==> config.mk <==
export PLATFORM = sky130hd
export DESIGN_NAME = can_acceptance_filter_mask_regs
export DESIGN_NICKNAME = d
export VERILOG_FILES = /design/src/hw/filter_ram.v /design/src/hw/can_acceptance_filter_mask_regs.v
export VERILOG_INCLUDE_DIRS = /design/src /design/src/hw
export SDC_FILE = /design/constraint.sdc
export NUM_CORES = 1
export LEC_CHECK = 0
export BUFFER_PORTS_ARGS = -buffer_cell sky130_fd_sc_hd__clkbuf_2
export CORE_MARGIN = 2
export CORE_UTILIZATION = 52
export DETAILED_ROUTE_END_ITERATION = 8
export GPL_TIMING_DRIVEN = 0
export PLACE_DENSITY = 0.74
export SLEW_MARGIN = 20
export SYNTH_ARGS = -nofsm -noshare
export SYNTH_HDL_FRONTEND = slang
export SYNTH_SLANG_ARGS = --single-unit
==> constraint.sdc <==
create_clock -name ref_clk_in -period 6.2 [get_ports ref_clk_in]
set_clock_uncertainty 0.1 [all_clocks]
set_input_delay 1.86 -clock ref_clk_in [delete_from_list [all_inputs] [get_ports ref_clk_in]]
set_output_delay 1.86 -clock ref_clk_in [all_outputs]
set_load 0.01 [all_outputs]
==> src/hw/can_accept_defines.vh <==
// Constants for the acceptance filter and mask register block.
// Assumes a 32-bit AXI4-Lite register bus and one 10 MHz clock.
`ifndef CAN_ACCEPT_DEFINES_VH
`define CAN_ACCEPT_DEFINES_VH

// ***************************************************************
// Register map (byte addresses)
// ***************************************************************
`define FILT_BASE 12'h000
`define MASK_BASE 12'h100
`define MODE_ADDR 12'h200
`define STAT_ADDR 12'h204
`define MASK_STRIDE_SHIFT 4
`define FILT_COUNT 5'h10
`define FILT_ALWAYS 5'h06

// ***************************************************************
// Fields
// ***************************************************************
`define SIDL_FRAME_BIT 3
`define SIDL_WR_MASK 8'he3
`define MODE0 2'h0
`define AXI_OKAY 2'h0
`define AXI_DECERR 2'h3
`define ADDR_W 12

`endif

==> src/hw/filter_ram.v <==
// Small memory holding the two extended identifier bytes of the sixteen filters.
// Assumes one clock; read data comes from a register one cycle after the address.
`timescale 1ns/100ps
module filter_ram (
  input wire ref_clk_in,
  input wire wr_en_in,
  input wire [3:0] wr_addr_in,
  input wire [15:0] wr_data_in,
  input wire [1:0] wr_byte_in,
  input wire [3:0] rd_addr_in,
  output reg [15:0] rd_data_out
);
  reg [15:0] mem [0:15];

  // Contents are left without reset, so values stay unknown until written.
  always @(posedge ref_clk_in) begin
    if (wr_en_in && wr_byte_in[0]) begin
      mem[wr_addr_in][7:0] <= wr_data_in[7:0];
    end
    if (wr_en_in && wr_byte_in[1]) begin
      mem[wr_addr_in][15:8] <= wr_data_in[15:8];
    end
    rd_data_out <= mem[rd_addr_in];
  end
endmodule

==> src/hw/can_acceptance_filter_mask_regs.v <==
// Acceptance filter extended bytes, two acceptance masks, and the match logic.
// Assumes an AXI4-Lite master, and a controller feeding identifier, frame format and filter type bits.
`timescale 1ns/100ps
`include "can_accept_defines.vh"
module can_acceptance_filter_mask_regs (
  input wire ref_clk_in,
  input wire reset_in,
  input wire [11:0] s_axi_awaddr,
  input wire s_axi_awvalid,
  output reg s_axi_awready,
  input wire [31:0] s_axi_wdata,
  input wire [3:0] s_axi_wstrb,
  input wire s_axi_wvalid,
  output reg s_axi_wready,
  output reg [1:0] s_axi_bresp,
  output reg s_axi_bvalid,
  input wire s_axi_bready,
  input wire [11:0] s_axi_araddr,
  input wire s_axi_arvalid,
  output reg s_axi_arready,
  output reg [31:0] s_axi_rdata,
  output reg [1:0] s_axi_rresp,
  output reg s_axi_rvalid,
  input wire s_axi_rready,
  input wire [28:0] rx_id_in,
  input wire rx_ext_in,
  input wire rx_valid_in,
  input wire [15:0] filter_std_id_low_type_in,
  input wire [10:0] filter_std_bits_in,
  input wire [1:0] filter_ext_top_in,
  input wire [3:0] filter_sel_in,
  input wire mask_sel_in,
  output reg accept_out,
  output reg accept_valid_out
);

  // ***************************************************************
  // State
  // ***************************************************************
  reg [1:0] mode_q;
  reg [7:0] mask_std_id_high_q [0:1];
  reg [7:0] mask_std_id_low_q [0:1];
  reg [7:0] mask_ext_id_high_q [0:1];
  reg [7:0] mask_ext_id_low_q [0:1];
  reg frame_type_match_enable_q [0:1];
  reg [11:0] awaddr_q;
  reg aw_held_q;
  reg [31:0] wdata_q;
  reg [3:0] wstrb_q;
  reg w_held_q;
  reg rd_pend_q;
  reg [11:0] araddr_q;
  reg [28:0] id_q;
  reg ext_q;
  reg type_q;
  reg [10:0] fstd_q;
  reg [1:0] ftop_q;
  reg msel_q;
  reg match_pend_q;
  reg match_filt_ok_q;
  reg [7:0] last_ok_q;
  wire [15:0] ram_rd;
  wire [3:0] ram_rd_addr;

  // ***************************************************************
  // Address decoding
  // ***************************************************************
  // Only the page nibble of each base is compared; the word index sits below it.
  localparam [11:0] FILT_BASE_W = `FILT_BASE;
  localparam [11:0] MASK_BASE_W = `MASK_BASE;
  // Mask decoding ignores address bits 3 and 2, so each mask word also answers
  // at the three words after it; software should use the aligned slot only.

  function filt_hit;
    input [11:0] a;
    begin
      filt_hit = (a[11:8] == FILT_BASE_W[11:8]) && (a[7:6] == 2'h0) && (a[1:0] == 2'h0);
    end
  endfunction

  function mask_hit;
    input [11:0] a;
    begin
      mask_hit = (a[11:8] == MASK_BASE_W[11:8]) && (a[7:5] == 3'h0) && (a[1:0] == 2'h0);
    end
  endfunction

  // A filter above five is absent in Mode 0.
  function filt_present;
    input [3:0] idx;
    input [1:0] mode;
    begin
      filt_present = (mode != `MODE0) || ({1'b0, idx} < `FILT_ALWAYS);
    end
  endfunction

  // The frame-type mask bit is kept in Mode 0 but hidden and ignored there.
  function type_check_on;
    input enable;
    input [1:0] mode;
    begin
      type_check_on = enable && (mode != `MODE0);
    end
  endfunction

  // ***************************************************************
  // Write path
  // ***************************************************************
  wire do_write = aw_held_q && w_held_q && !s_axi_bvalid;
  wire [3:0] w_fidx = awaddr_q[5:2];
  wire w_filt = filt_hit(awaddr_q) && filt_present(w_fidx, mode_q);
  wire w_mask = mask_hit(awaddr_q);
  wire w_midx = awaddr_q[`MASK_STRIDE_SHIFT];
  wire w_mode = (awaddr_q == `MODE_ADDR);
  wire w_ok = w_filt || w_mask || w_mode || (awaddr_q == `STAT_ADDR);
  // An absent filter is dropped here, so a refused write leaves the memory untouched.
  wire ram_wr_en = do_write && w_filt;

  filter_ram u_ram (
    .ref_clk_in(ref_clk_in),
    .wr_en_in(ram_wr_en),
    .wr_addr_in(w_fidx),
    .wr_data_in(wdata_q[15:0]),
    .wr_byte_in(wstrb_q[1:0]),
    .rd_addr_in(ram_rd_addr),
    .rd_data_out(ram_rd)
  );

  always @(posedge ref_clk_in or posedge reset_in) begin
    if (reset_in) begin
      s_axi_awready <= 1'b1;
      s_axi_wready <= 1'b1;
      aw_held_q <= 1'b0;
      w_held_q <= 1'b0;
      awaddr_q <= 12'h000;
      wdata_q <= 32'h00000000;
      wstrb_q <= 4'h0;
      s_axi_bvalid <= 1'b0;
      s_axi_bresp <= `AXI_OKAY;
      mode_q <= `MODE0;
      frame_type_match_enable_q[0] <= 1'b0;
      frame_type_match_enable_q[1] <= 1'b0;
    end else begin
      if (s_axi_awvalid && s_axi_awready) begin
        awaddr_q <= s_axi_awaddr;
        aw_held_q <= 1'b1;
        s_axi_awready <= 1'b0;
      end
      if (s_axi_wvalid && s_axi_wready) begin
        wdata_q <= s_axi_wdata;
        wstrb_q <= s_axi_wstrb;
        w_held_q <= 1'b1;
        s_axi_wready <= 1'b0;
      end
      if (do_write) begin
        s_axi_bvalid <= 1'b1;
        s_axi_bresp <= w_ok ? `AXI_OKAY : `AXI_DECERR;
        aw_held_q <= 1'b0;
        w_held_q <= 1'b0;
        // A new mode governs frames judged from the next cycle on.
        if (w_mode && wstrb_q[0]) begin
          mode_q <= wdata_q[1:0];
        end
        // Frame-type bit only writes in modes other than Mode 0.
        if (w_mask && wstrb_q[0] && mode_q != `MODE0) begin
          frame_type_match_enable_q[w_midx] <= wdata_q[`SIDL_FRAME_BIT];
        end
      end
      // Readies come back only once the answer is taken, so a second write
      // can never overtake a response that is still waiting.
      if (s_axi_bvalid && s_axi_bready) begin
        s_axi_bvalid <= 1'b0;
        s_axi_awready <= 1'b1;
        s_axi_wready <= 1'b1;
      end
    end
  end

  // Mask identifier bytes carry no reset so they stay unknown until written.
  always @(posedge ref_clk_in) begin
    if (do_write && w_mask) begin
      if (wstrb_q[0]) begin
        mask_std_id_low_q[w_midx] <= wdata_q[7:0] & `SIDL_WR_MASK;
      end
      if (wstrb_q[1]) begin
        mask_std_id_high_q[w_midx] <= wdata_q[15:8];
      end
      if (wstrb_q[2]) begin
        mask_ext_id_low_q[w_midx] <= wdata_q[23:16];
      end
      if (wstrb_q[3]) begin
        mask_ext_id_high_q[w_midx] <= wdata_q[31:24];
      end
    end
  end

  // ***************************************************************
  // Read path
  // ***************************************************************
  // The matcher borrows the memory port in every cycle except the one in which a read is taken.
  assign ram_rd_addr = (s_axi_arvalid && s_axi_arready) ? s_axi_araddr[5:2] : filter_sel_in;
  wire r_midx = araddr_q[`MASK_STRIDE_SHIFT];
  wire [7:0] sidl_rd = mask_std_id_low_q[r_midx] & `SIDL_WR_MASK;
  // Every read answers two cycles after the take: the memory word is registered,
  // then the answer; the other registers wait too, so the bus sees one fixed latency.

  always @(posedge ref_clk_in or posedge reset_in) begin
    if (reset_in) begin
      s_axi_arready <= 1'b1;
      s_axi_rvalid <= 1'b0;
      s_axi_rdata <= 32'h00000000;
      s_axi_rresp <= `AXI_OKAY;
      rd_pend_q <= 1'b0;
      araddr_q <= 12'h000;
    end else begin
      if (s_axi_arvalid && s_axi_arready) begin
        araddr_q <= s_axi_araddr;
        rd_pend_q <= 1'b1;
        s_axi_arready <= 1'b0;
      end
      if (rd_pend_q) begin
        rd_pend_q <= 1'b0;
        s_axi_rvalid <= 1'b1;
        s_axi_rresp <= `AXI_OKAY;
        s_axi_rdata <= 32'h00000000;
        if (filt_hit(araddr_q)) begin
          if (filt_present(araddr_q[5:2], mode_q)) begin
            s_axi_rdata <= {16'h0000, ram_rd};
          end else begin
            s_axi_rresp <= `AXI_DECERR;
          end
        end else if (mask_hit(araddr_q)) begin
          s_axi_rdata <= {mask_ext_id_high_q[r_midx], mask_ext_id_low_q[r_midx],
                          mask_std_id_high_q[r_midx],
                          sidl_rd[7:4],
                          type_check_on(frame_type_match_enable_q[r_midx], mode_q),
                          sidl_rd[2:0]};
        end else if (araddr_q == `MODE_ADDR) begin
          s_axi_rdata <= {30'h00000000, mode_q};
        end else if (araddr_q == `STAT_ADDR) begin
          s_axi_rdata <= {24'h000000, last_ok_q};
        end else begin
          // Unmapped addresses answer with a decode error and zero data.
          s_axi_rresp <= `AXI_DECERR;
        end
      end
      if (s_axi_rvalid && s_axi_rready) begin
        s_axi_rvalid <= 1'b0;
        s_axi_arready <= 1'b1;
      end
    end
  end

  // ***************************************************************
  // Acceptance match
  // ***************************************************************
  // Stage one latches the frame while the memory fetches the filter word.
  // Back-to-back frames are fine: the result registers at the same edge that latches the next frame.
  wire [28:0] fid = {fstd_q, ftop_q, ram_rd};
  wire [28:0] msk = {mask_std_id_high_q[msel_q], mask_std_id_low_q[msel_q][7:5],
                     mask_std_id_low_q[msel_q][1:0], mask_ext_id_high_q[msel_q],
                     mask_ext_id_low_q[msel_q]};
  wire [28:0] cmp_id = ext_q ? id_q : {id_q[10:0], 18'h00000};
  wire [28:0] cmp_msk = ext_q ? msk : {msk[28:18], 18'h00000};
  wire bits_ok = ((cmp_id ^ fid) & cmp_msk) == 29'h00000000;
  wire type_ok = !type_check_on(frame_type_match_enable_q[msel_q], mode_q)
                 || (type_q == ext_q);
  wire match_ok = bits_ok && type_ok && match_filt_ok_q;

  always @(posedge ref_clk_in or posedge reset_in) begin
    if (reset_in) begin
      match_pend_q <= 1'b0;
      match_filt_ok_q <= 1'b0;
      id_q <= 29'h00000000;
      ext_q <= 1'b0;
      type_q <= 1'b0;
      fstd_q <= 11'h000;
      ftop_q <= 2'h0;
      msel_q <= 1'b0;
      accept_out <= 1'b0;
      accept_valid_out <= 1'b0;
      last_ok_q <= 8'h00;
    end else begin
      // A frame that meets a bus read take is dropped; the memory port serves the read.
      match_pend_q <= rx_valid_in && !(s_axi_arvalid && s_axi_arready);
      if (rx_valid_in) begin
        id_q <= rx_id_in;
        ext_q <= rx_ext_in;
        type_q <= filter_std_id_low_type_in[filter_sel_in];
        fstd_q <= filter_std_bits_in;
        ftop_q <= filter_ext_top_in;
        msel_q <= mask_sel_in;
        match_filt_ok_q <= filt_present(filter_sel_in, mode_q);
      end
      accept_valid_out <= match_pend_q;
      if (match_pend_q) begin
        accept_out <= match_ok;
        last_ok_q <= {7'h00, match_ok};
      end
    end
  end
endmodule

[Word-level counts from Yosys, hierarchy flattened]
Memory sizes are Yosys's and may differ from the RTL's. A register that Yosys moved wholly into a read port is not among the register bits.
Index checks and enable logic that the tools add are counted.
Cells by class
  reductions and logical operators: 58
  order comparisons: 8
  equality and inequality tests: 7
  bitwise operators: 5
  mux-type cells: 57
Operator list (number)
  32-bit 2-to-1 mux: 2
  12-bit by 10-bit == test with 1-bit output (second input constant): 4
  1-bit 2-to-1 mux: 41
  29-bit AND: 1
  1-bit logical AND: 29
  29-bit logical NOT: 1
  29-bit 2-to-1 mux: 1
  29-bit bitwise XOR: 1
  18-bit 2-to-1 mux: 1
  16-bit 2-to-1 mux: 1
  2-bit nonzero test: 8
  2-bit 2-to-1 mux: 7
  4-bit by 3-bit < comparator with 1-bit output (second input constant): 3
  4-bit by 1-bit == test with 1-bit output (second input constant): 2
  2-bit logical NOT: 4
  4-bit logical NOT: 2
  1-bit logical OR: 7
  2-bit greater-or-equal comparator (second input constant): 3
  3-bit logical NOT: 2
  1-bit inverter with 2-bit output: 3
  4-bit by 5-bit < comparator with 1-bit output (second input constant): 1
  1-bit binary-select mux with 4-bit select: 1
  4-bit 2-to-1 mux: 1
  2-bit AND reduction: 2
  5 further kinds: 7
Storage, ports and cells
  RAM bits: 314
  word-level logic and storage cells: 168
  memories kept: 5
  output and inout bits: 43
  input port bits: 132
  register bits: 157
Memories
  u_ram.mem: words 16, width 16, rd ports 1, clocked after memory_dff 1, write ports 1, line filter_ram.v:13  | reg [15:0] mem [0:15];
  mask_ext_id_high_q: words 2, width 8, rd ports 2, clocked after memory_dff 0, write ports 1, line can_acceptance_filter_mask_regs.v:43  | reg [7:0] mask_ext_id_high_q [0:1];
  mask_ext_id_low_q: words 2, width 8, rd ports 2, clocked after memory_dff 0, write ports 1, line can_acceptance_filter_mask_regs.v:44  | reg [7:0] mask_ext_id_low_q [0:1];
  mask_std_id_high_q: words 2, width 8, rd ports 2, clocked after memory_dff 0, write ports 1, line can_acceptance_filter_mask_regs.v:41  | reg [7:0] mask_std_id_high_q [0:1];
  mask_std_id_low_q: words 2, width 5, rd ports 2, clocked after memory_dff 0, write ports 1, line can_acceptance_filter_mask_regs.v:42  | reg [7:0] mask_std_id_low_q [0:1];

[Longest topological paths before layout]
Gate-level depths: netlist of run 1.
  depth in word-level cells: 9
  gate-level depth with buffers: 8
  mapped depth without buffers: 5

[Modules after synthesis]
A second synthesis of run 1 with hierarchy kept.
Second synthesis, totals
  cells, all modules: 1136
  area, all modules: 19449.9 um^2
Modules (own cells, without submodules)
  filter_ram: area an instance 10229.8 um^2, cells each 462, sequential area each 8007.7 um^2, instances 1
  can_acceptance_filter_mask_regs: area an instance 9220.1 um^2, cells each 674, sequential area each 5624.1 um^2, instances 1

[Worst setup path after synthesis of run 1]
OpenSTA, ideal clock, no wires.
  path type: input-to-reg
  start point: input s_axi_arvalid
  end point: register u_ram.rd_data_out[3] (read register of u_ram.mem)
  data required time: 5953 ps
  path buffers: 2
  stages: 7
  slack: 2194 ps
  setup time: 147 ps
  data arrival time: 3759 ps
  cells stage by stage: nand2_1 -> mux2i_1 -> buf_1 -> buf_2 -> mux4_2 -> mux2i_1 -> mux2i_1
On the way
  cells in the longest elaborated chain, start to end: 2
Ends and longest elaborated chain
  from (decl): line can_acceptance_filter_mask_regs.v:19  | input wire s_axi_arvalid,
  1-bit logical AND: line can_acceptance_filter_mask_regs.v:201  | assign ram_rd_addr = (s_axi_arvalid && s_axi_arready) ? s_axi_araddr[5:2] : filter_sel_in;
  4-bit 2-to-1 mux: line can_acceptance_filter_mask_regs.v:201
  to (decl): line filter_ram.v:11  | output reg [15:0] rd_data_out
No other way between the ends.
A chain may end at the register's enable or synchronous reset.

[Final worst setup path of run 1]
  start point: input s_axi_arvalid
  end point: register u_ram.rd_data_out[0] (read register of u_ram.mem)
The elaborated chain is that of the path after synthesis.

==> impl_metrics.xml, run 1 <==
<?xml version="1.0" encoding="UTF-8"?>
<metrics>
  <group name="timing">
    <metric name="slew_limit_headroom" unit="%">25.9</metric>
    <metric name="min_period" unit="ns">4.39</metric>
    <metric name="fin_crit_sh" unit="%">70.8</metric>
    <metric name="max_clock_freq" unit="GHz">0.228</metric>
    <metric name="timing.hold.ws" unit="ns">0.329</metric>
    <metric name="worst-slew-pin-transition" unit="ns">1.10</metric>
    <metric name="final_hold_viol_count" unit="">0</metric>
    <metric name="rsz0062_at_grt" unit="">no</metric>
    <metric name="maxSlewViolCount" unit="">0</metric>
    <metric name="timing.final.setup_violations" unit="">0</metric>
  </group>
  <group name="status">
    <metric name="outcome" unit="">completed</metric>
  </group>
  <group name="power">
    <metric name="leakage_power_total" unit="nW">8.45</metric>
    <metric name="internal_power" unit="mW">6.49</metric>
    <metric name="power.ir.vdd_worst" unit="mV">0.202</metric>
    <metric name="p_total" unit="mW">9.02</metric>
    <metric name="comb_power_share" unit="%">15.9</metric>
    <metric name="power.share.clock" unit="%">32.0</metric>
    <metric name="swShare" unit="%">28.0</metric>
    <metric name="power.density_cell_area" unit="nW/um2">399</metric>
    <metric name="netSwitchingPower" unit="mW">2.53</metric>
    <metric name="power.share.sequential" unit="%">52.1</metric>
  </group>
  <group name="route">
    <metric name="avgRoutedWirePerCell" unit="um">24.0</metric>
    <metric name="drt-pass1-iter-count" unit="">5</metric>
    <metric name="drt_iter0_markers" unit="">725</metric>
    <metric name="route.vias.total" unit="">10700</metric>
    <metric name="drcViolationCount" unit="">0</metric>
    <metric name="average_vias_per_placed_instance" unit="">5.77</metric>
    <metric name="totalWireLength" unit="um">44400</metric>
    <metric name="post_drt_antenna_nets" unit="">0</metric>
  </group>
  <group name="grt">
    <metric name="grt_pass1_wl" unit="um">67300</metric>
    <metric name="total_routing_resource_utilization_after_global_routing" unit="%">23.4</metric>
    <metric name="gr-total-overflow" unit="">0</metric>
    <metric name="antenna_violations_before_repair" unit="">0</metric>
    <metric name="largest_net_degree_at_the_start_of_global_routing" unit="">101</metric>
    <metric name="first_global_vias" unit="">11000</metric>
  </group>
  <group name="critical_path">
    <metric name="path_delay_family" unit="">multiplexers</metric>
    <metric name="cp_common_cell" unit="">sky130_fd_sc_hd__mux2i_1</metric>
    <metric name="worst-endpoint-required" unit="ns">6.52</metric>
    <metric name="worst-endpoint-arrival" unit="ns">4.71</metric>
    <metric name="worst-setup-path-type" unit="">in2reg</metric>
    <metric name="timing.critical_path.fanout_max" unit="">10</metric>
    <metric name="path_cells" unit="">clkbuf_2 &gt; nand2_1 &gt; mux2i_2 &gt; clkbuf_1 &gt; mux4_2 &gt; mux2i_1 &gt; mux2i_1</metric>
    <metric name="cpPeakStageDelay" unit="ns">0.85</metric>
    <metric name="endpoint_kind" unit="">flop</metric>
    <metric name="timing.critical_path.buf_inv" unit="">2</metric>
    <metric name="start_kind" unit="">input port</metric>
    <metric name="worst_path_max_delay_cell" unit="">sky130_fd_sc_hd__mux2i_2</metric>
  </group>
  <group name="yosys">
    <metric name="synth_cells" unit="">1117</metric>
    <metric name="synth_area_leaders" unit="">sky130_fd_sc_hd__edfxtp_1 48%, sky130_fd_sc_hd__dfrtp_1 20%, sky130_fd_sc_hd__mux2_2 8.0%, sky130_fd_sc_hd__mux4_2 8.0%, sky130_fd_sc_hd__mux2i_1 4.7%</metric>
    <metric name="netlist_area" unit="um2">19500</metric>
    <metric name="synth-warning-count" unit="">0</metric>
    <metric name="syn-num-nets" unit="">1249</metric>
    <metric name="synthDominantCellAreaShare" unit="%">48.5</metric>
    <metric name="synth_enable_flop_cells" unit="">314</metric>
    <metric name="synth_cell_types" unit="">47</metric>
    <metric name="netlist.top_cell.by_area" unit="">sky130_fd_sc_hd__edfxtp_1</metric>
    <metric name="portion_of_the_post_synthesis_area_used_by_sequential_elements" unit="%">70.1</metric>
    <metric name="synth_async_sr_flop_share" unit="%">32.0</metric>
    <metric name="dominant_synthesized_flop_cell" unit="">sky130_fd_sc_hd__edfxtp_1</metric>
    <metric name="post_syn_area_per_cell" unit="um2">17.4</metric>
    <metric name="synth-seq-cells" unit="">485</metric>
  </group>
  <group name="clocking">
    <metric name="cts_setup_buffers" unit="">0</metric>
    <metric name="cts_tree" unit="">done</metric>
    <metric name="htreeDepth" unit="">2</metric>
    <metric name="clk-insertion-delay-late" unit="ns">0.58</metric>
    <metric name="clkTransAtPathRegs" unit="ns">0.06</metric>
    <metric name="clockBufferDepth" unit="">3</metric>
    <metric name="clock_tree.root_cell" unit="">sky130_fd_sc_hd__clkbuf_16</metric>
    <metric name="tritoncts_num_sinks" unit="">485</metric>
    <metric name="cts_repair_resize_count" unit="">0</metric>
    <metric name="cts-buffers-inserted" unit="">50</metric>
    <metric name="cts.hold.buffers_added" unit="">0</metric>
  </group>
  <group name="cells_and_area">
    <metric name="final_standard_cell_utilization_of_the_core" unit="%">61.5</metric>
    <metric name="final-instance-count-excl-fill" unit="">1852</metric>
    <metric name="syn2layout_area_growth" unit="%">16.1</metric>
    <metric name="fraction_of_layout_instances_using_a_drive_strength_above_1" unit="%">34.8</metric>
    <metric name="nets" unit="">1474</metric>
    <metric name="n_antenna_cell" unit="">0</metric>
    <metric name="final_design_area_no_fill" unit="um2">22600</metric>
  </group>
  <group name="flow_run">
    <metric name="max_cap_violations" unit="">0</metric>
  </group>
  <group name="placed_design">
    <metric name="place_hpwl" unit="um">31100</metric>
    <metric name="gp_congestion" unit="">0.861</metric>
    <metric name="place_area" unit="um2">21000</metric>
    <metric name="numPortBuffers" unit="">172</metric>
    <metric name="place.detailed.instances" unit="">1758</metric>
  </group>
  <group name="floorplanning">
    <metric name="initial_utilization" unit="%">53.0</metric>
    <metric name="chipHeight" unit="um">197</metric>
    <metric name="num_rows" unit="">70</metric>
    <metric name="core_region_area" unit="um2">36700</metric>
    <metric name="pin_count" unit="">175</metric>
    <metric name="dieArea" unit="um2">39000</metric>
    <metric name="floorplan.die.width" unit="um">197</metric>
  </group>
  <group name="min_path">
    <metric name="min_path_type" unit="">reg2reg</metric>
  </group>
</metrics>
## synthesized netlist by cell type, drive strengths merged (18+ instances only)
library cell	instances
edfxtp	314
mux2	141
nor2	52
o21ai	24
dfrtp	152
xnor2	18
a21oi	18
mux4	69
buf	23
inv	24
mux2i	92
clkbuf	36
nand3	24
## worst reg2reg max path: cells and delay by family, from the launching register on
kind / cells / cell delay, ns
buffers and inverters: 1 / 0.72
muxes: 4 / 1.68
DFF: 1 / 0.55
and+or+nand+nor: 1 / 0.28
## sequential cells by signal (all words and copies together) (netlist names), 2 cells and up
name / flops
id_q: 29
wstrb_q: 4
fstd_q: 11
u_ram.rd_data_out: 16
mask_ext_id_low_q: 16
frame_type_match_enable_q: 2
araddr_q: 12
awaddr_q: 12
mask_std_id_low_q: 10
mode_q: 2
mask_ext_id_high_q: 16
wdata_q: 32
u_ram.mem: 256
s_axi_rdata: 32
mask_std_id_high_q: 16
ftop_q: 2
## kinds of logic (layout without fill, tap and decap cells)
kind of cell / Yosys count / after routing / synth area share, %
compound gates: 78 / 78 / 2.39
xor+xnor: 30 / 30 / 1.35
buf+inv: 83 / 350 / 1.70
flops: 485 / 485 / 70.1
mux: 302 / 302 / 20.9
simple gates: 139 / 139 / 3.55
## power groups by stage
stage | clock network (mW) | registers, mW | logic (mW)
floorplan | 0 | 4.50 | 0.961
global placement | 0 | 4.72 | 1.38
detailed placement | 0 | 4.76 | 1.42
CTS | 2.94 | 4.70 | 1.44
global route | 3.06 | 4.77 | 1.54
finish | 2.89 | 4.70 | 1.43
## cell usage in the layout, fill, tap and decap left out, drive strengths merged, types with 2 or more instances in the layout
master    n
clkinv   22
o22ai    14
mux2i    92
or4       6
nor2     52
nor3     13
inv      24
and2      8
a22oi    13
clkbuf  276
edfxtp  314
o21ai    24
buf      24
nand2b    6
dfstp     3
mux2    141
mux4     69
xnor2    18
a21oi    18
nand3    24
dfrtp   152
bufinv    3
xor2     12
a31oi     2
nand2    16
dfxtp    16
nor4      3
## through the flow
step,setup TNS [ns],setup WS [ns]
2_1_floorplan,0,0.0668
3_3_place_gp,-272.58,-1.82
3_5_place_dp,0,1.25
4_1_cts,0,1.84
5_1_grt,0,1.63
6_report,0,1.81
## metal layers
layer,vias to the layer above,global-route usage (%),wire (um)
met1,5470,31.6,18400
met3,74,3.48,2510
met4,0,8.19,1260
li1,4759,-,-
met5,-,0,0
met2,379,39.3,22200
## worst paths after layout
check                                          start                      endpoint  slack (ns)  cells past startpoint
setup / recovery                       s_axi_arvalid  u_ram.rd_data_out[0]$_DFF_P_        1.81                      7
hold / removal                match_pend_q$_DFF_PP0_    accept_valid_out$_DFF_PP0_        0.33                      0
setup reg to reg           s_axi_arready$_DFFE_PP1P_  u_ram.rd_data_out[0]$_DFF_P_        2.71                      6
hold reg to reg               match_pend_q$_DFF_PP0_    accept_valid_out$_DFF_PP0_        0.33                      0
max in group asynchronous                   reset_in     s_axi_arready$_DFFE_PP1P_        3.94                      3
min in group asynchronous                   reset_in        wstrb_q[1]$_DFFE_PP0P_        1.21                      2
## final cells by class
| cell class | count | area, um2 |
|---|---|---|
| sequential | 485 | 13600 |
| inverter | 24 | 97.6 |
| clock buffer | 68 | 1390 |
| tap | 468 | 586 |
| fill | 2660 | 14100 |
| buffer | 59 | 240 |
| clock inverter | 26 | 196 |
| multi-input combinational | 549 | 5540 |
| timing repair buffer | 173 | 888 |
No activity file was read; power rests on OpenSTA's default activity.
==> run 2: changes to the inputs <==
- ABC_AREA: default -> 1
- PLACE_DENSITY: 0.74 -> 0.71
- clock period: 6.2 -> 4.4 ns (I/O delays scaled with it)
==> run 2 against run 1 <==
Count of clock-buffer cells in the layout increased by 8. Worst hold slack worse by 0.016 ns. Clock power up 36%. Combinational power is 80% higher. Area after synthesis is 5.1% higher. Global-route usage up 5.9 points. Wire length rose by 34%. Worst setup slack worse by 0.62 ns. Critical path type is now reg2reg.
==> impl_metrics.xml, run 2 <==
<?xml version="1.0" encoding="UTF-8"?>
<metrics>
  <group name="yosys">
    <metric name="syn-num-nets" unit="">2157</metric>
    <metric name="netlist_area" unit="um2">20400</metric>
    <metric name="synth_commonest_cells" unit="">577 x sky130_fd_sc_hd__nand2_1, 314 x sky130_fd_sc_hd__edfxtp_1, 215 x sky130_fd_sc_hd__nor2_1, 188 x sky130_fd_sc_hd__inv_1, 165 x sky130_fd_sc_hd__o21ai_0</metric>
    <metric name="netlist.top_cell.by_area" unit="">sky130_fd_sc_hd__edfxtp_1</metric>
    <metric name="post_syn_area_per_cell" unit="um2">10.1</metric>
    <metric name="synth_enable_flop_cells" unit="">314</metric>
    <metric name="synthDominantCellAreaShare" unit="%">46.1</metric>
    <metric name="synth_area_leaders" unit="">sky130_fd_sc_hd__edfxtp_1 46%, sky130_fd_sc_hd__dfrtp_1 19%, sky130_fd_sc_hd__nand2_1 11%, sky130_fd_sc_hd__o21ai_0 4.0%, sky130_fd_sc_hd__nor2_1 3.9%</metric>
    <metric name="synth_cell_types" unit="">32</metric>
    <metric name="dominant_synthesized_flop_cell" unit="">sky130_fd_sc_hd__edfxtp_1</metric>
    <metric name="synth-seq-cells" unit="">485</metric>
    <metric name="yosys.cell_count.top_type" unit="">sky130_fd_sc_hd__nand2_1</metric>
    <metric name="portion_of_the_post_synthesis_area_used_by_sequential_elements" unit="%">66.7</metric>
    <metric name="synth_cells" unit="">2025</metric>
    <metric name="synth-warning-count" unit="">0</metric>
    <metric name="synth_async_sr_flop_share" unit="%">32.0</metric>
  </group>
  <group name="cells_and_area">
    <metric name="nets" unit="">2385</metric>
    <metric name="largest_register_ff_count" unit="">256</metric>
    <metric name="syn2layout_area_growth" unit="%">15.1</metric>
    <metric name="fraction_of_layout_instances_using_a_drive_strength_above_1" unit="%">13.4</metric>
    <metric name="top_regs" unit="">u_ram.mem x256, s_axi_rdata x32, wdata_q x32</metric>
    <metric name="registers.top_by_ff_count" unit="">u_ram.mem</metric>
    <metric name="layout.cells.most_common_list" unit="">577 x sky130_fd_sc_hd__nand2_1, 314 x sky130_fd_sc_hd__edfxtp_1, 214 x sky130_fd_sc_hd__nor2_1</metric>
    <metric name="leading_cell_type_in_the_layout_fill_and_taps_excluded" unit="">sky130_fd_sc_hd__nand2_1</metric>
    <metric name="n_antenna_cell" unit="">0</metric>
    <metric name="final_standard_cell_utilization_of_the_core" unit="%">60.7</metric>
  </group>
  <group name="clocking">
    <metric name="htreeDepth" unit="">2</metric>
    <metric name="clock_tree.root_cell" unit="">sky130_fd_sc_hd__clkbuf_16</metric>
    <metric name="cts_tree" unit="">done</metric>
    <metric name="clkTransAtPathRegs" unit="ns">0.06</metric>
    <metric name="tritoncts_num_sinks" unit="">485</metric>
    <metric name="cts_repair_resize_count" unit="">0</metric>
    <metric name="clk-insertion-delay-late" unit="ns">0.58</metric>
    <metric name="cts-buffers-inserted" unit="">50</metric>
    <metric name="cts.hold.buffers_added" unit="">0</metric>
    <metric name="cts_setup_buffers" unit="">0</metric>
    <metric name="clockBufferDepth" unit="">3</metric>
  </group>
  <group name="placed_design">
    <metric name="numPortBuffers" unit="">172</metric>
    <metric name="gp_congestion" unit="">0.970</metric>
    <metric name="place_hpwl" unit="um">43300</metric>
  </group>
  <group name="floorplanning">
    <metric name="core_region_area" unit="um2">38700</metric>
    <metric name="chipHeight" unit="um">202</metric>
    <metric name="num_rows" unit="">72</metric>
    <metric name="dieArea" unit="um2">40900</metric>
    <metric name="floorplan.die.width" unit="um">202</metric>
    <metric name="pin_count" unit="">175</metric>
    <metric name="initial_utilization" unit="%">52.8</metric>
  </group>
  <group name="route">
    <metric name="totalWireLength" unit="um">59600</metric>
    <metric name="route.vias.total" unit="">15600</metric>
    <metric name="post_drt_antenna_nets" unit="">0</metric>
    <metric name="average_vias_per_placed_instance" unit="">5.55</metric>
    <metric name="avgRoutedWirePerCell" unit="um">21.2</metric>
    <metric name="drt_iter0_markers" unit="">2147</metric>
    <metric name="drt-pass1-iter-count" unit="">8</metric>
    <metric name="drcViolationCount" unit="">0</metric>
  </group>
  <group name="grt">
    <metric name="first_global_vias" unit="">15000</metric>
    <metric name="gr-total-overflow" unit="">0</metric>
    <metric name="grt_pass1_wl" unit="um">89900</metric>
    <metric name="total_routing_resource_utilization_after_global_routing" unit="%">29.3</metric>
    <metric name="largest_net_degree_at_the_start_of_global_routing" unit="">36</metric>
    <metric name="antenna_violations_before_repair" unit="">1</metric>
  </group>
  <group name="critical_path">
    <metric name="endpoint_kind" unit="">flop</metric>
    <metric name="ff_to_ff_start" unit="">awaddr_q[4]$_DFFE_PP0P_</metric>
    <metric name="timing.critical_path.fanout_max" unit="">10</metric>
    <metric name="worst-setup-path-type" unit="">reg2reg</metric>
    <metric name="cp-startpoint" unit="">awaddr_q[4]$_DFFE_PP0P_</metric>
    <metric name="cpPeakStageDelay" unit="ns">0.79</metric>
    <metric name="worst-endpoint-arrival" unit="ns">3.31</metric>
    <metric name="start_kind" unit="">flop</metric>
    <metric name="worst_path_max_delay_cell" unit="">sky130_fd_sc_hd__nor2_1</metric>
    <metric name="path_cells" unit="">buf_2 &gt; inv_1 &gt; o21ai_0 &gt; nand2_1 &gt; nand2_1 &gt; inv_1 &gt; nand3_1 &gt; buf_2 &gt; nor2_1</metric>
    <metric name="worst-endpoint-required" unit="ns">4.49</metric>
  </group>
  <group name="power">
    <metric name="leakage_power_total" unit="nW">10.1</metric>
    <metric name="power.ir.vdd_worst" unit="mV">0.387</metric>
    <metric name="power.density_cell_area" unit="nW/um2">559</metric>
  </group>
  <group name="timing">
    <metric name="slew_limit_headroom" unit="%">26.0</metric>
    <metric name="timing.final.setup_violations" unit="">0</metric>
    <metric name="fin_crit_sh" unit="%">73.0</metric>
    <metric name="timing.hold.ws" unit="ns">0.313</metric>
    <metric name="max_clock_freq" unit="GHz">0.311</metric>
    <metric name="rsz0062_at_grt" unit="">no</metric>
    <metric name="min_period" unit="ns">3.21</metric>
    <metric name="totalNegativeSetupSlack" unit="ns">0</metric>
    <metric name="final_hold_viol_count" unit="">0</metric>
    <metric name="worst-slew-pin-transition" unit="ns">1.11</metric>
    <metric name="maxSlewViolCount" unit="">0</metric>
  </group>
  <group name="status">
    <metric name="outcome" unit="">completed</metric>
  </group>
  <group name="min_path">
    <metric name="min_path_type" unit="">reg2reg</metric>
    <metric name="min_from" unit="">match_pend_q$_DFF_PP0_</metric>
  </group>
  <group name="flow_run">
    <metric name="max_cap_violations" unit="">0</metric>
  </group>
</metrics>
run 2: cell count changes in the layout (fill, tap and decap cells not counted), sizes merged, moves of 13 or more:
cell,before,now
a22oi,13,0
o21ai,24,169
xnor2,18,0
nand2,16,580
mux4,69,0
inv,24,191
clkbuf,276,293
mux2,141,0
o211ai,0,94
nand3,24,132
buf,24,59
nor2,52,215
mux2i,92,0
run 2: area by class of cell:
cell class / instances / area, um2
clock buffers: 76 / 1420
repair buffers: 176 / 941
plain buffers: 100 / 497
flip-flops and latches: 485 / 13600
inverters: 192 / 727
multi-input cells: 1248 / 5590
well taps: 518 / 648
fillers: 3251 / 15200
clock inverters: 14 / 71.3
run 2: layer usage:
metal,vias to the layer above,routed length (um),global-route usage [%]
li1,7195,-,-
met1,7460,25400,42.7
met2,821,26400,44.8
met3,106,6160,5.50
met4,0,1680,9.52
met5,-,0,0
run 2: power by group:
group	internal, mW	switching (mW)
Sequential	5.75	0.900
Clock	2.21	1.72
Combinational	0.800	1.77
run 2: worst max-delay path: cells and delay by family, from the launching register on:
kind                   cells  cell delay [ns]
flip-flops                 1             0.36
AO/OA/AOI/OAI              1             0.15
buffers and inverters      4             0.99
AND/OR/NAND/NOR            4             1.23
run 2: path summary, 6_finish.rpt:
| kind | depth (start not counted) | endpoint | slack [ns] |
|---|---|---|---|
| max in group asynchronous | 5 | wdata_q[4]$_DFFE_PP0P_ | 2.39 |
| max | 9 | u_ram.mem[5][15]$_DFFE_PP_ | 1.19 |
| min | 0 | accept_valid_out$_DFF_PP0_ | 0.31 |
| min reg2reg | 0 | accept_valid_out$_DFF_PP0_ | 0.31 |
| min in group asynchronous | 2 | id_q[4]$_DFFE_PP0P_ | 0.72 |
| max reg2reg | 9 | u_ram.mem[5][15]$_DFFE_PP_ | 1.19 |
run 2: logic make-up (layout without fill, tap and decap cells):
| kind of cell | after synthesis | count (layout) | share of synthesized area (%) |
|---|---|---|---|
| simple gates | 938 | 938 | 18.2 |
| compound gates | 303 | 303 | 8.83 |
| flops | 485 | 485 | 66.7 |
| xor+xnor | 7 | 7 | 0.300 |
| buf+inv | 292 | 558 | 5.97 |
run 2: per-stage QoR:
stage / cell area [um2] / setup slack [ns] / cells / total power [mW]
floorplan: 20400 / 1.02 / 2025 / 7.85
global placement: 21900 / 0.0277 / 2715 / 9.13
detailed placement: 22000 / 0.886 / 2719 / 9.24
CTS: 23500 / 1.21 / 2809 / 13.1
global route: 23500 / 1.04 / 2809 / 13.7
finish: 23500 / 1.19 / 2809 / 13.2
